==> config.mk <==
export PLATFORM = sky130hd
export DESIGN_NAME = sspp_top
export DESIGN_NICKNAME = d
export VERILOG_FILES = /design/src/inc/sspp_pkg.sv /design/src/hw/sspp_fifo.sv /design/src/hw/sspp_top.sv
export SDC_FILE = /design/constraint.sdc
export NUM_CORES = 2
export LEC_CHECK = 0
export BUFFER_PORTS_ARGS = -buffer_cell sky130_fd_sc_hd__buf_2
export CORE_MARGIN = 4
export CORE_UTILIZATION = 36
export CTS_CLUSTER_SIZE = 12
export DETAILED_ROUTE_END_ITERATION = 10
export GPL_TIMING_DRIVEN = 0
export PLACE_DENSITY_LB_ADDON = 0.05
export SYNTH_ARGS = -nofsm -noshare
export SYNTH_HDL_FRONTEND = slang
export SYNTH_SLANG_ARGS = --single-unit
==> constraint.sdc <==
create_clock -name ref_clk_i -period 11.2 [get_ports ref_clk_i]
set_clock_uncertainty 0.15 [all_clocks]
set_input_delay 0.56 -clock ref_clk_i [delete_from_list [all_inputs] [get_ports ref_clk_i]]
set_output_delay 0.56 -clock ref_clk_i [all_outputs]
set_load 0.03 [all_outputs]
==> src/inc/sspp_pkg.sv <==
package sspp_pkg;

  // Data path geometry
  localparam int unsigned DATA_W     = 36;
  localparam int unsigned NARROW_W   = 18;
  localparam int unsigned LANE_W     = 9;
  localparam int unsigned LANES      = 4;
  localparam int unsigned ADDR_W     = 6;
  localparam int unsigned MEM_DEPTH  = 64;
  localparam int unsigned FIFO_DEPTH = 8;
  localparam int unsigned WQ_W       = ADDR_W + DATA_W + LANES;

  // Read pipeline: one bit per half clock edge since the read was taken
  localparam int unsigned PIPE_LEN   = 5;
  localparam int unsigned LAT2_W0    = 3;
  localparam int unsigned LAT2_W1    = 4;
  localparam int unsigned LAT1_W0    = 1;
  localparam int unsigned LAT1_W1    = 2;

  // Pin bundle positions inside the input synchroniser vector
  localparam int unsigned POS_D      = 0;
  localparam int unsigned POS_A      = 36;
  localparam int unsigned POS_BLS    = 42;
  localparam int unsigned POS_WS     = 46;
  localparam int unsigned POS_RS     = 47;
  localparam int unsigned POS_KN     = 48;
  localparam int unsigned POS_K      = 49;
  localparam int unsigned POS_WIDE   = 50;
  localparam int unsigned POS_PLLN   = 51;
  localparam int unsigned SYNC_W     = 52;

  // Reset values and lane mask constants
  localparam logic [SYNC_W-1:0]   SYNC_RST  = 52'h0;
  localparam logic [DATA_W-1:0]   Q_RST     = 36'h0;
  localparam logic [PIPE_LEN-1:0] PIPE_RST  = 5'h0;
  localparam logic [LANES-1:0]    MASK_NONE = 4'hF;
  localparam logic [1:0]          MASK_HI18 = 2'h3;

  typedef logic [ADDR_W-1:0] sspp_addr_t;

endpackage : sspp_pkg

==> src/hw/sspp_fifo.sv <==
`timescale 1ns/10ps
module sspp_fifo #(
  parameter int unsigned WIDTH = 46,
  parameter int unsigned DEPTH = 8
) (
  // Clock and reset
  input  wire logic             ref_clk_i,
  input  wire logic             rstn_i,
  // Fill side
  input  wire logic             in_valid_i,
  output logic                  in_ready_o,
  input  wire logic [WIDTH-1:0] in_data_i,
  // Drain side
  output logic                  out_valid_o,
  input  wire logic             out_ready_i,
  output logic [WIDTH-1:0]      out_data_o
);

  localparam int unsigned PW = $clog2(DEPTH);

  logic [WIDTH-1:0] store [DEPTH];
  logic [PW:0]      wr_ptr_r;
  logic [PW:0]      rd_ptr_r;
  wire              full_w  = (wr_ptr_r[PW] != rd_ptr_r[PW]) &&
                              (wr_ptr_r[PW-1:0] == rd_ptr_r[PW-1:0]);
  wire              empty_w = (wr_ptr_r == rd_ptr_r);
  wire              push_w  = in_valid_i && !full_w;
  wire              pop_w   = out_ready_i && !empty_w;

  assign in_ready_o  = !full_w;
  assign out_valid_o = !empty_w;
  assign out_data_o  = store[rd_ptr_r[PW-1:0]];

  always_ff @(posedge ref_clk_i or negedge rstn_i) begin
    if (!rstn_i) begin
      wr_ptr_r <= '0;
      rd_ptr_r <= '0;
    end else begin
      if (push_w) wr_ptr_r <= wr_ptr_r + 1'b1;
      if (pop_w)  rd_ptr_r <= rd_ptr_r + 1'b1;
    end
  end

  // Storage carries no reset; only the pointers define what is valid
  always_ff @(posedge ref_clk_i) begin
    if (push_w) store[wr_ptr_r[PW-1:0]] <= in_data_i;
  end

endmodule : sspp_fifo

==> src/hw/sspp_top.sv <==
// Function
// RULE_01: Write select low at K rise loads address, first word; second word at K-bar rise.
// RULE_02: Read select low at K rise loads address; first word driven at cycle t+2.
// RULE_03: First burst word uses latched address A, second word uses A plus one.
// RULE_04: Both selects high at K rise: no transaction, write data ignored, output off.
// RULE_05: With input clocks stopped, all outputs hold their previous state.
// RULE_06: After power-up both ports are deselected and data outputs are off.
// RULE_07: Write data taken and read data given on rising edges of both clocks.
// RULE_08: Narrow mode: lane select 0 guards bits 8:0, select 1 bits 17:9.
// RULE_09: Narrow mode: both lane selects high writes nothing for that data portion.
// RULE_10: Wide mode: selects 0..3 guard bits 8:0, 17:9, 26:18, 35:27.
// RULE_11: Wide mode: all four lane selects high leaves memory unchanged for that portion.
// RULE_12: Each data portion applies its own sampled lane selects independently.
// RULE_13: Read valid flag rises half a cycle before read data, timed like data.
// RULE_14: PLL-off pin low gives one-cycle read latency instead of two.
`timescale 1ns/10ps
module sspp_top
  import sspp_pkg::*;
(
  // Clock and reset
  input  wire logic                       ref_clk_i,
  input  wire logic                       rstn_i,
  // Input clock pair from the controller
  input  wire logic                       k_i,
  input  wire logic                       k_n_i,
  // Port selects and address
  input  wire logic                       read_select_n_i,
  input  wire logic                       write_select_n_i,
  input  wire logic [sspp_pkg::ADDR_W-1:0] addr_i,
  // Write data and lane masks
  input  wire logic [sspp_pkg::DATA_W-1:0] d_i,
  input  wire logic [sspp_pkg::LANES-1:0]  byte_lane_select_n_i,
  // Straps
  input  wire logic                       pll_off_pin_n_i,
  input  wire logic                       cfg_wide_i,
  // Read data
  output logic [sspp_pkg::DATA_W-1:0]      q_o,
  output logic                            q_oe_o,
  output logic                            read_valid_flag_o
);

  import sspp_pkg::*;

  ////////////////////////////////////////////////////////////////////////////
  // Pin synchronisers: three flops, K and K-bar changes accepted when stages 2 and 3 agree
  logic [SYNC_W-1:0] s1_r;
  logic [SYNC_W-1:0] s2_r;
  logic [SYNC_W-1:0] s3_r;
  logic              k_lvl_r;
  logic              kn_lvl_r;
  logic [3:0]        fill_r;

  wire [SYNC_W-1:0] in_vec = {pll_off_pin_n_i, cfg_wide_i, k_i, k_n_i, read_select_n_i,
                              write_select_n_i, byte_lane_select_n_i, addr_i, d_i};

  always_ff @(posedge ref_clk_i or negedge rstn_i) begin
    if (!rstn_i) begin
      s1_r <= SYNC_RST;
      s2_r <= SYNC_RST;
      s3_r <= SYNC_RST;
    end else begin
      s1_r <= in_vec;
      s2_r <= s1_r;
      s3_r <= s2_r;
    end
  end

  wire k_agree  = (s2_r[POS_K] == s3_r[POS_K]);
  wire kn_agree = (s2_r[POS_KN] == s3_r[POS_KN]);
  // No edge until the levels hold real pin values, so a reset cannot fake one
  wire sync_ok  = fill_r[3];

  always_ff @(posedge ref_clk_i or negedge rstn_i) begin
    if (!rstn_i) begin
      k_lvl_r  <= 1'b0;
      kn_lvl_r <= 1'b0;
      fill_r   <= '0;
    end else begin
      fill_r   <= {fill_r[2:0], 1'b1};
      if (k_agree)  k_lvl_r  <= s3_r[POS_K];
      if (kn_agree) kn_lvl_r <= s3_r[POS_KN];
    end
  end

  // Only rising edges of either clock matter; falling edges are ignored
  wire              k_rise   = sync_ok && k_agree && s3_r[POS_K] && !k_lvl_r;     // see RULE_07
  wire              kn_rise  = sync_ok && kn_agree && s3_r[POS_KN] && !kn_lvl_r;  // see RULE_07
  wire              half_edge = k_rise || kn_rise;
  wire [DATA_W-1:0] d_s      = s3_r[POS_D +: DATA_W];
  wire sspp_addr_t  a_s      = s3_r[POS_A +: ADDR_W];
  wire [LANES-1:0]  bls_s    = s3_r[POS_BLS +: LANES];
  wire              wide_s   = s3_r[POS_WIDE];
  wire              pll_on_s = s3_r[POS_PLLN];

  ////////////////////////////////////////////////////////////////////////////
  // Operation decode at K rise
  wire rd_start = k_rise && !s3_r[POS_RS];                    // see RULE_02
  wire wr_start = k_rise && !s3_r[POS_WS];                    // see RULE_01
  wire deselect = k_rise && s3_r[POS_RS] && s3_r[POS_WS];     // see RULE_04

  // Narrow mode never writes the two upper lanes
  wire [LANES-1:0] mask_s = wide_s ? bls_s : {MASK_HI18, bls_s[1:0]};  // see RULE_08 RULE_10

  ////////////////////////////////////////////////////////////////////////////
  // Write capture: each portion keeps its own lane mask
  logic             wr_pend_r;
  sspp_addr_t       wr_addr_r;
  logic             stage_v_r;
  logic [WQ_W-1:0]  stage_r;
  logic             fifo_in_ready;
  logic             fifo_out_valid;
  logic [WQ_W-1:0]  fifo_out_data;

  wire             wr_word1 = kn_rise && wr_pend_r;                           // see RULE_01
  wire sspp_addr_t wr_addr1 = sspp_addr_t'(wr_addr_r + 1'b1);                 // see RULE_03
  wire [WQ_W-1:0]  cap_w0   = {a_s, d_s, mask_s};                             // see RULE_12
  wire [WQ_W-1:0]  cap_w1   = {wr_addr1, d_s, mask_s};                        // see RULE_12
  wire             cap_any  = wr_start || wr_word1;

  always_ff @(posedge ref_clk_i or negedge rstn_i) begin
    if (!rstn_i) begin
      wr_pend_r <= 1'b0;
      wr_addr_r <= '0;
    end else if (k_rise) begin
      wr_pend_r <= wr_start;
      if (wr_start) wr_addr_r <= a_s;
    end else if (kn_rise) begin
      wr_pend_r <= 1'b0;
    end
  end

  // A staged word waits here while the FIFO is full
  always_ff @(posedge ref_clk_i or negedge rstn_i) begin
    if (!rstn_i) begin
      stage_v_r <= 1'b0;
      stage_r   <= '0;
    end else if (cap_any) begin
      stage_v_r <= 1'b1;
      stage_r   <= wr_start ? cap_w0 : cap_w1;
    end else if (fifo_in_ready) begin
      stage_v_r <= 1'b0;
    end
  end

  ////////////////////////////////////////////////////////////////////////////
  // Read pipeline, shifted on every half edge
  logic [PIPE_LEN-1:0] pipe_r;
  sspp_addr_t          apipe_r [PIPE_LEN];

  wire [2:0] w0_idx = pll_on_s ? 3'(LAT2_W0) : 3'(LAT1_W0);  // see RULE_14
  wire [2:0] w1_idx = pll_on_s ? 3'(LAT2_W1) : 3'(LAT1_W1);  // see RULE_14
  wire [2:0] vl_idx = w0_idx - 3'h1;

  wire             ev_w0   = half_edge && pipe_r[w0_idx];                      // see RULE_02
  wire             ev_w1   = half_edge && pipe_r[w1_idx];                      // see RULE_07
  wire             ev_vld  = half_edge && (pipe_r[vl_idx] || pipe_r[w0_idx]);  // see RULE_13
  wire             ev_word = ev_w0 || ev_w1;
  wire sspp_addr_t rd_addr = ev_w1 ? sspp_addr_t'(apipe_r[w1_idx] + 1'b1)     // see RULE_03
                                   : apipe_r[w0_idx];

  always_ff @(posedge ref_clk_i or negedge rstn_i) begin
    if (!rstn_i) begin
      pipe_r <= PIPE_RST;
    end else if (half_edge) begin
      pipe_r <= {pipe_r[PIPE_LEN-2:0], rd_start};  // see RULE_04
    end
  end

  always_ff @(posedge ref_clk_i or negedge rstn_i) begin
    if (!rstn_i) begin
      apipe_r[0] <= '0;
    end else if (half_edge) begin
      apipe_r[0] <= a_s;
    end
  end

  for (genvar i = 1; i < PIPE_LEN; i++) begin : g_apipe
    always_ff @(posedge ref_clk_i or negedge rstn_i) begin
      if (!rstn_i) begin
        apipe_r[i] <= '0;
      end else if (half_edge) begin
        apipe_r[i] <= apipe_r[i-1];
      end
    end
  end

  ////////////////////////////////////////////////////////////////////////////
  // Write FIFO; the single memory port favours reads, so draining stalls
  sspp_fifo #(
    .WIDTH (WQ_W),
    .DEPTH (FIFO_DEPTH)
  ) u_wq (
    .ref_clk_i   (ref_clk_i),
    .rstn_i      (rstn_i),
    .in_valid_i  (stage_v_r),
    .in_ready_o  (fifo_in_ready),
    .in_data_i   (stage_r),
    .out_valid_o (fifo_out_valid),
    .out_ready_i (!ev_word),
    .out_data_o  (fifo_out_data)
  );

  wire             drain   = fifo_out_valid && !ev_word;
  wire sspp_addr_t wq_addr = fifo_out_data[WQ_W-1 -: ADDR_W];
  wire [LANES-1:0] wq_mask = fifo_out_data[LANES-1:0];
  wire [DATA_W-1:0] wq_data = fifo_out_data[LANES +: DATA_W];
  wire [LANES-1:0] lane_we = drain ? ~wq_mask : '0;  // see RULE_09 RULE_11

  ////////////////////////////////////////////////////////////////////////////
  // Memory: one array per lane, unselected lanes keep their contents
  logic [DATA_W-1:0] mem_rd;

  for (genvar l = 0; l < LANES; l++) begin : g_lane
    logic [LANE_W-1:0] lane_mem [MEM_DEPTH];
    always_ff @(posedge ref_clk_i) begin
      if (lane_we[l]) lane_mem[wq_addr] <= wq_data[l*LANE_W +: LANE_W];  // see RULE_08 RULE_10
    end
    assign mem_rd[l*LANE_W +: LANE_W] = lane_mem[rd_addr];
  end

  wire [DATA_W-1:0] q_nxt = wide_s ? mem_rd
                                   : {{(DATA_W-NARROW_W){1'b0}}, mem_rd[NARROW_W-1:0]};

  ////////////////////////////////////////////////////////////////////////////
  // Output flops move only on a half edge, so a stopped clock freezes them
  always_ff @(posedge ref_clk_i or negedge rstn_i) begin
    if (!rstn_i) begin
      q_o               <= Q_RST;   // see RULE_06
      q_oe_o            <= 1'b0;    // see RULE_06
      read_valid_flag_o <= 1'b0;
    end else if (half_edge) begin   // see RULE_05
      if (ev_word) q_o <= q_nxt;
      q_oe_o            <= ev_word;
      read_valid_flag_o <= ev_vld;  // see RULE_13
    end
  end

  ////////////////////////////////////////////////////////////////////////////
  // Address of the last first word, held for the burst check
  sspp_addr_t w0_addr_r;

  always_ff @(posedge ref_clk_i or negedge rstn_i) begin
    if (!rstn_i) begin
      w0_addr_r <= '0;
    end else if (ev_w0) begin
      w0_addr_r <= rd_addr;
    end
  end

  ////////////////////////////////////////////////////////////////////////////
  // Checks
  deselect_idle_a : assert property (  // see RULE_04
    @(posedge ref_clk_i) disable iff (!rstn_i)
    deselect |=> (pipe_r[0] == 1'b0) && !stage_v_r)
    else $error("deselected cycle started a transaction");

  read_first_a : assert property (  // see RULE_02
    @(posedge ref_clk_i) disable iff (!rstn_i)
    ev_w0 |=> q_oe_o && (q_o == $past(q_nxt)))
    else $error("first read word not driven at its latency");

  oe_cause_a : assert property (  // see RULE_06
    @(posedge ref_clk_i) disable iff (!rstn_i)
    $rose(q_oe_o) |-> $past(ev_word))
    else $error("data output enabled without a read word");

  valid_lead_a : assert property (  // see RULE_13
    @(posedge ref_clk_i) disable iff (!rstn_i)
    (half_edge && pipe_r[vl_idx]) |=> read_valid_flag_o && (q_oe_o == $past(ev_w1)))
    else $error("valid flag did not lead read data");

  burst_next_a : assert property (  // see RULE_03
    @(posedge ref_clk_i) disable iff (!rstn_i)
    ev_w1 |-> (rd_addr == sspp_addr_t'(w0_addr_r + 1'b1)))
    else $error("second burst word not at address plus one");

  write_take_a : assert property (  // see RULE_01
    @(posedge ref_clk_i) disable iff (!rstn_i)
    wr_start |=> stage_v_r && (stage_r == $past(cap_w0)) ##0 wr_pend_r)
    else $error("first write word not captured");

  neg_take_a : assert property (  // see RULE_07
    @(posedge ref_clk_i) disable iff (!rstn_i)
    wr_word1 |=> stage_v_r && (stage_r[WQ_W-1 -: ADDR_W] == $past(wr_addr1)) && !wr_pend_r)
    else $error("second write word not captured on opposite edge");

  narrow_mask_a : assert property (  // see RULE_08
    @(posedge ref_clk_i) disable iff (!rstn_i)
    (cap_any && !wide_s) |=> (stage_r[LANES-1:NARROW_W/LANE_W] == MASK_HI18))
    else $error("narrow mode enabled an upper lane");

  empty_mask_a : assert property (  // see RULE_11
    @(posedge ref_clk_i) disable iff (!rstn_i)
    (wq_mask == MASK_NONE) |-> (lane_we == '0))
    else $error("masked portion wrote memory");

  clock_hold_a : assert property (  // see RULE_05
    @(posedge ref_clk_i) disable iff (!rstn_i)
    !half_edge |=> $stable(q_o) && $stable(q_oe_o) && $stable(read_valid_flag_o))
    else $error("outputs changed with no input clock edge");

  narrow_read_a : assert property (  // see RULE_08
    @(posedge ref_clk_i) disable iff (!rstn_i)
    (ev_word && !wide_s) |=> (q_o[DATA_W-1:NARROW_W] == '0))
    else $error("narrow mode drove upper read bits");

endmodule : sspp_top

* Yosys cells after proc, flatten, opt, wreduce, memory -nomap -nowiden
Memory sizes are Yosys's and may differ from the RTL's. Cells that the tools add are included. Widths: inputs -> output; s select.
Word-level totals: register bits 297, memory bits (writable) 2672, input bits 54, output and inout bits 38, logic and storage cells 107, memories 5
Cells by class: add/sub/neg operators 5, magnitude comparators 5, eq/ne operators 6, multiplexer cells 33, bitwise operators 3, reductions and logical operators 29
Memories:
- g_lane[0].lane_mem | words 64, width 9, rd ports 1, clocked after memory_dff 0, write ports 1, line sspp_top.sv:214 | logic [LANE_W-1:0] lane_mem [MEM_DEPTH];
- g_lane[1].lane_mem | words 64, width 9, rd ports 1, clocked after memory_dff 0, write ports 1, line sspp_top.sv:214
- g_lane[2].lane_mem | words 64, width 9, rd ports 1, clocked after memory_dff 0, write ports 1, line sspp_top.sv:214
- g_lane[3].lane_mem | words 64, width 9, rd ports 1, clocked after memory_dff 0, write ports 1, line sspp_top.sv:214
- u_wq.store | words 8, width 46, rd ports 1, clocked after memory_dff 0, write ports 1, line sspp_fifo.sv:21 | logic [WIDTH-1:0] store [DEPTH];
Operators with widths (number):
- $mux 46 | 1
- $bmux 6 s3 | 2
- $mux 36 | 1
- $mux 6 | 5
- $mux 1 | 17
- $logic_and 1x1->1 | 15
- $add 6x1->6 const B | 2
- $bmux 1 s3 | 3
- $add 4x1->4 const B | 2
- $ge 4x4->1 const B | 2
- $lt 3x4->1 const B | 2
- $mux 4 | 2
- $logic_not 1->1 | 7
- $eq 4x4->1 | 1
- $logic_or 1x1->1 | 4
- $lt 2x4->1 const B | 1
- $not 2->4 | 1
- $not 3->4 | 1
- $not 4->4 | 1
- $reduce_and 2->1 | 2
- $eq 3x3->1 | 1
- $mux 3 | 1
- $sub 2x1->3 const B | 1
- $eq 1x1->1 | 2
- 4 further kinds | 4

* Longest topological paths before layout
depth after elaboration 12, gate-level depth with buffers 16, mapped depth without buffers 10

* Cells and area by module
From an unflattened synthesis, not the netlist that was laid out.
Unflattened totals: cells, all modules 6317, area total of the unflattened synthesis 113938.0 um2
Modules (own cells, without submodules):
- sspp_top | instances 1, cells each 5726, area an instance 99407.8 um2, sequential area each 76418.3 um2
- sspp_fifo | instances 1, cells each 591, area an instance 14530.2 um2, sequential area each 11250.8 um2

* Worst setup path after synthesis
Ideal clock, no wire load.
kind register -> register, start register u_wq.rd_ptr_r[0], end memory u_wq.store[0][0] (enable), setup time 0.506 ns, data arrival time 5.110 ns, data required time 10.544 ns, path slack 5.434 ns, stages on the path, launching flop included 9, buffers on the path 3, period minus slack after synthesis 5.766 ns, cell sequence dfrtp_1 -> buf_2 -> buf_2 -> buf_2 -> xor2_1 -> nor3_1 -> a21boi_0 -> nand2b_1 -> nor3_1
Between the ends: cells in the longest elaborated chain, start to end 6
RTL lines:
- from (decl) | line sspp_fifo.sv:23 | logic [PW:0] rd_ptr_r;
- from (signal assigned) | line sspp_fifo.sv:40 | if (pop_w) rd_ptr_r <= rd_ptr_r + 1'b1;
- $eq 3x3->1 | line sspp_fifo.sv:25 | (wr_ptr_r[PW-1:0] == rd_ptr_r[PW-1:0]);
- $logic_and 1x1->1 | line sspp_fifo.sv:24 | wire full_w = (wr_ptr_r[PW] != rd_ptr_r[PW]) &&
- $logic_not 1->1 | line sspp_fifo.sv:27 | wire push_w = in_valid_i && !full_w;
- $logic_and 1x1->1 | line sspp_fifo.sv:27
- $mux 1 | line sspp_fifo.sv:46 | if (push_w) store[wr_ptr_r[PW-1:0]] <= in_data_i;
- $mux 1 (implied by the code) | line sspp_fifo.sv:46
- to (decl) | line sspp_fifo.sv:21
Every way passes these cells.

* Worst setup path after layout
start register s3_r[51], end register q_o[9] (netlist bit)
Between the ends: cells in the longest elaborated chain, start to end 9, elaborated cells on any way between the ends 22, classes of those cells add/sub (1); mux (14); bitwise (2); reduce/logical (4); memory (1)
RTL lines:
- from (decl) | line sspp_top.sv:48 | logic [SYNC_W-1:0] s3_r;
- from (signal assigned) | line sspp_top.sv:64 | s3_r <= s2_r;
- $mux 3 | line sspp_top.sv:151 | wire [2:0] w1_idx = pll_on_s ? 3'(LAT2_W1) : 3'(LAT1_W1);
- $not 3->4 (implied by the code) | line sspp_top.sv:158 | wire sspp_addr_t rd_addr = ev_w1 ? sspp_addr_t'(apipe_r[w1_idx] + 1'b1)
- $bmux 6 s3 | line sspp_top.sv:158
- $mux 6 (implied by the code) (2 in a row) | line sspp_top.sv:158
- $add 6x1->6 | line sspp_top.sv:158
- $mux 6 | line sspp_top.sv:158
- $mem_v2 64x9
- $mux 36 | line sspp_top.sv:221 | wire [DATA_W-1:0] q_nxt = wide_s ? mem_rd
- to (signal assigned) | line sspp_top.sv:232 | if (ev_word) q_o <= q_nxt;
- to (decl) | line sspp_top.sv:37 | output logic [sspp_pkg::DATA_W-1:0] q_o,
Several ways; a longest one is shown, not always the timed one. The select of a mux whose other input is x is not followed. A chain may end at the register's enable or synchronous reset.

==> flow_summary.yaml <==
status:
  status: "finished, violations left"
  violations: "capacitance limit, slew limit"
pwr:
  power.density_nw_per_um2: 299
  ir_drop_mv: 0.236
  total_leakage_power_uw: 0.0444
synth:
  synth_area_um2: 114000
  syn_nets: 6314
  synthDominantCellAreaShare_pct: 70.2
  synth.most_common_cell: "edfxtp_1"
  synth_common_cells: "edfxtp_1 (2672), nand2_1 (719), mux4_2 (397)"
  synthCells: 6256
  synthTopCellsByArea: "edfxtp_1 (70%), mux4_2 (7.8%), dfrtp_1 (6.5%)"
  yosys_register_bits: 2969
  synth.distinct_cells: 90
  yosys.area.top_type: "edfxtp_1"
  ys_seq_area_share_pct: 76.7
  async_reset_ff_share_pct: 10.0
  ys.flop_type: "edfxtp_1"
  yosys_warnings: 0
  synth_edf_count: 2672
  syn_area_per_cell_um2: 18.3
floorplanning:
  rows: 206
  dieArea_um2: 327000
  ioPinCount: 92
  core_um2: 315000
  fp.dieW_um: 571
  initial_core_util_pct: 36.2
  die_y_um: 571
global_routing:
  grt_use_total_pct: 29.9
  grt_pass1_vias: 65200
  grt_antenna_before_repair: 58
  overflow: 0
  grt_max_degree: 98
  grt_pass1_wl_um: 642000
worst_setup_path:
  startpoint: "s3_r[51]$_DFF_PN0_"
  required_ps: 11770
  cp_max_fo: 12
  crit_path_end_kind: "flip-flop"
  timing.reg2reg.setup_slack_ps: 3940
  path_cells: "buf_6 -> buf_8 -> buf_4 -> mux2_2 -> ha_1 -> a211oi_2 -> a21oi_4 -> clkbuf_1 -> buf_2 -> buf_2 -> buf_2 -> nand3_1 -> a311oi_1 -> o41ai_2"
  reg2reg_depth: 14
  crit_end: "q_o[9]$_DFFE_PN0P_"
  cp-start-kind: "flip-flop"
  cp.arrival_ps: 7820
  rr_startpoint: "s3_r[51]$_DFF_PN0_"
  crit_top_cell: "buf_2"
  slowest_delay_ps: 1070
  reg2reg_to: "q_o[9]$_DFFE_PN0P_"
  critPathSlowestCell: "a311oi_1"
  crit_type: "flip-flop to flip-flop"
cts:
  cts.path.max_buffers: 4
  cts.clk_slew.worst_paths_ps: 60
  numClockSinks: 2969
  cts_tree: "done"
  h-tree-depth: 5
  cts-root-buf: "clkbuf_16"
  clk_latency_ps: 940
  cts_resized: 0
  cts_made_buffers: 331
sta:
  tightest_slew_ps: 1660
  fmax_mhz: 138
  fin_tns_setup_ps: 0
  slew_viol_final: 105
  finalSetupViolCount: 0
  max-slew-margin-rel_pct: -10.4
  period_share_pct: 64.8
  holdWs_ps: 63.8
  hold_violations: 0
  rsz0062_at_grt: "false"
  period_minus_slack_ps: 7260
placed_design:
  gp_congestion: 0.980
  place_hpwl_um: 336000
  portBuffers: 91
final_layout:
  seq_area_um2: 87700
  syn_to_final_growth_pct: 16.2
  multi_input_area_um2: 24800
  drive_gt1_share_pct: 20.1
  nets: 6865
  fillers: 28200
worst_hold_path:
  worstHoldPathType: "input pin to asynchronous set/reset pin"
drt:
  wirelength_um: 496000
  route.detailed.drc: 0
  firstDrtPassIters: 6
  vias: 67500
  dr.first_iter.drc_count: 10100
  post_drt_wl_per_cell_um: 44.0
  vias_per_cell: 5.99
  ant_nets: 0
run:
  cap_violations: 13
==> routing by layer <==
metal | global-route usage [%] | vias up | wire [um]
met3 | 7.31 | 919 | 46200
met1 | 40.1 | 36600 | 198000
met2 | 45.4 | 3844 | 222000
li1 | - | 26100 | -
met5 | 0 | - | 74
met4 | 15.5 | 12 | 30400
==> cell type report <==
class	count	area share [%]
multi-input combinational	2918	18.7
timing repair buffer	218	1.91
buffer	356	1.54
antenna	25	0.0471
tap	4160	3.92
clock buffer	452	6.90
clock inverter	149	0.919
sequential	2969	66.0
inverter	13	0.0368
==> timing repair <==
item,4_1_cts,5_1_grt
setup buffers,0,0
hold buffers,54,0
hold endpoints to repair,282,0
==> flip-flops by register name, indices dropped and copies added, names as in the netlist, 4 cells and up <==
signal / count
apipe_r: 30
fill_r: 4
g_lane.lane_mem: 2304
pipe_r: 5
q_o: 36
s1_r: 52
s2_r: 52
s3_r: 52
stage_r: 46
u_wq.rd_ptr_r: 4
u_wq.store: 368
u_wq.wr_ptr_r: 4
wr_addr_r: 6
==> placed cells by master, fill, tap and decap left out, drive strengths merged, types with 31 or more instances in the layout <==
master and n:
nor3 31, a221oi 53, mux4 397, mux2i 293, and2 41, clkinv 116, dlygate4sd3 53, nor2 316
nand2 722, edfxtp 2672, nand3 158, a211oi 53, mux2 105, o21ai 34, a22oi 102, clkbuf 581
buf 392, a311oi 32, dfrtp 297, o22ai 59, a21oi 167
==> worst max-delay path: cells and delay by family, from the launching register on <==
kind,cells,cell delay (ps)
flip-flops,1,340
AO/OA/AOI/OAI,4,2160
buffers and inverters,7,3340
adder cells (fa/ha/maj),1,390
multiplexers,1,350
AND/OR/NAND/NOR,1,150
==> metrics by stage <==
stage	instances	total power [uW]	instance area [um2]	utilization [%]	setup slack (ps)
3_5_place_dp	10600	29000	122000	38.6	4320
5_1_grt	11200	40400	133000	42.1	4150
2_1_floorplan	6256	21100	114000	-	5430
4_1_cts	11200	39600	133000	42.1	4220
6_report	11300	39700	133000	42.1	3940
3_3_place_gp	10500	28300	120000	38.0	818
==> power by group <==
part	internal, uW	switching [uW]
Clock	6060	4600
Combinational	3010	10500
Sequential	15200	419
==> cells by family after synthesis <==
group                    count (synthesis)  synth area share [%]
flip-flops                            2969                  76.7
buffers and inverters                  369                  1.80
AO/OA/AOI/OAI                          737                  4.79
multiplexers                           795                  11.4
AND/OR/NAND/NOR                       1364                  5.09
adder cells (fa/ha/maj)                  6                0.0613
other                                    1               0.00328
XOR/XNOR                                15                 0.115
==> worst min path at each step <==
stage | slack [ps] | end | cells past startpoint
detailed placement | 180 | s2_r[22]$_DFF_PN0_ | 0
floorplan | 110 | apipe_r[0]$_DFFE_PN0P_ | 0
global placement | 180 | s3_r[28]$_DFF_PN0_ | 0
global route | 50 | s1_r[26]$_DFF_PN0_ | 2
finish | 60 | s1_r[20]$_DFF_PN0_ | 3
CTS | 30 | s1_r[20]$_DFF_PN0_ | 3
No activity file was read; power rests on OpenSTA's default activity.
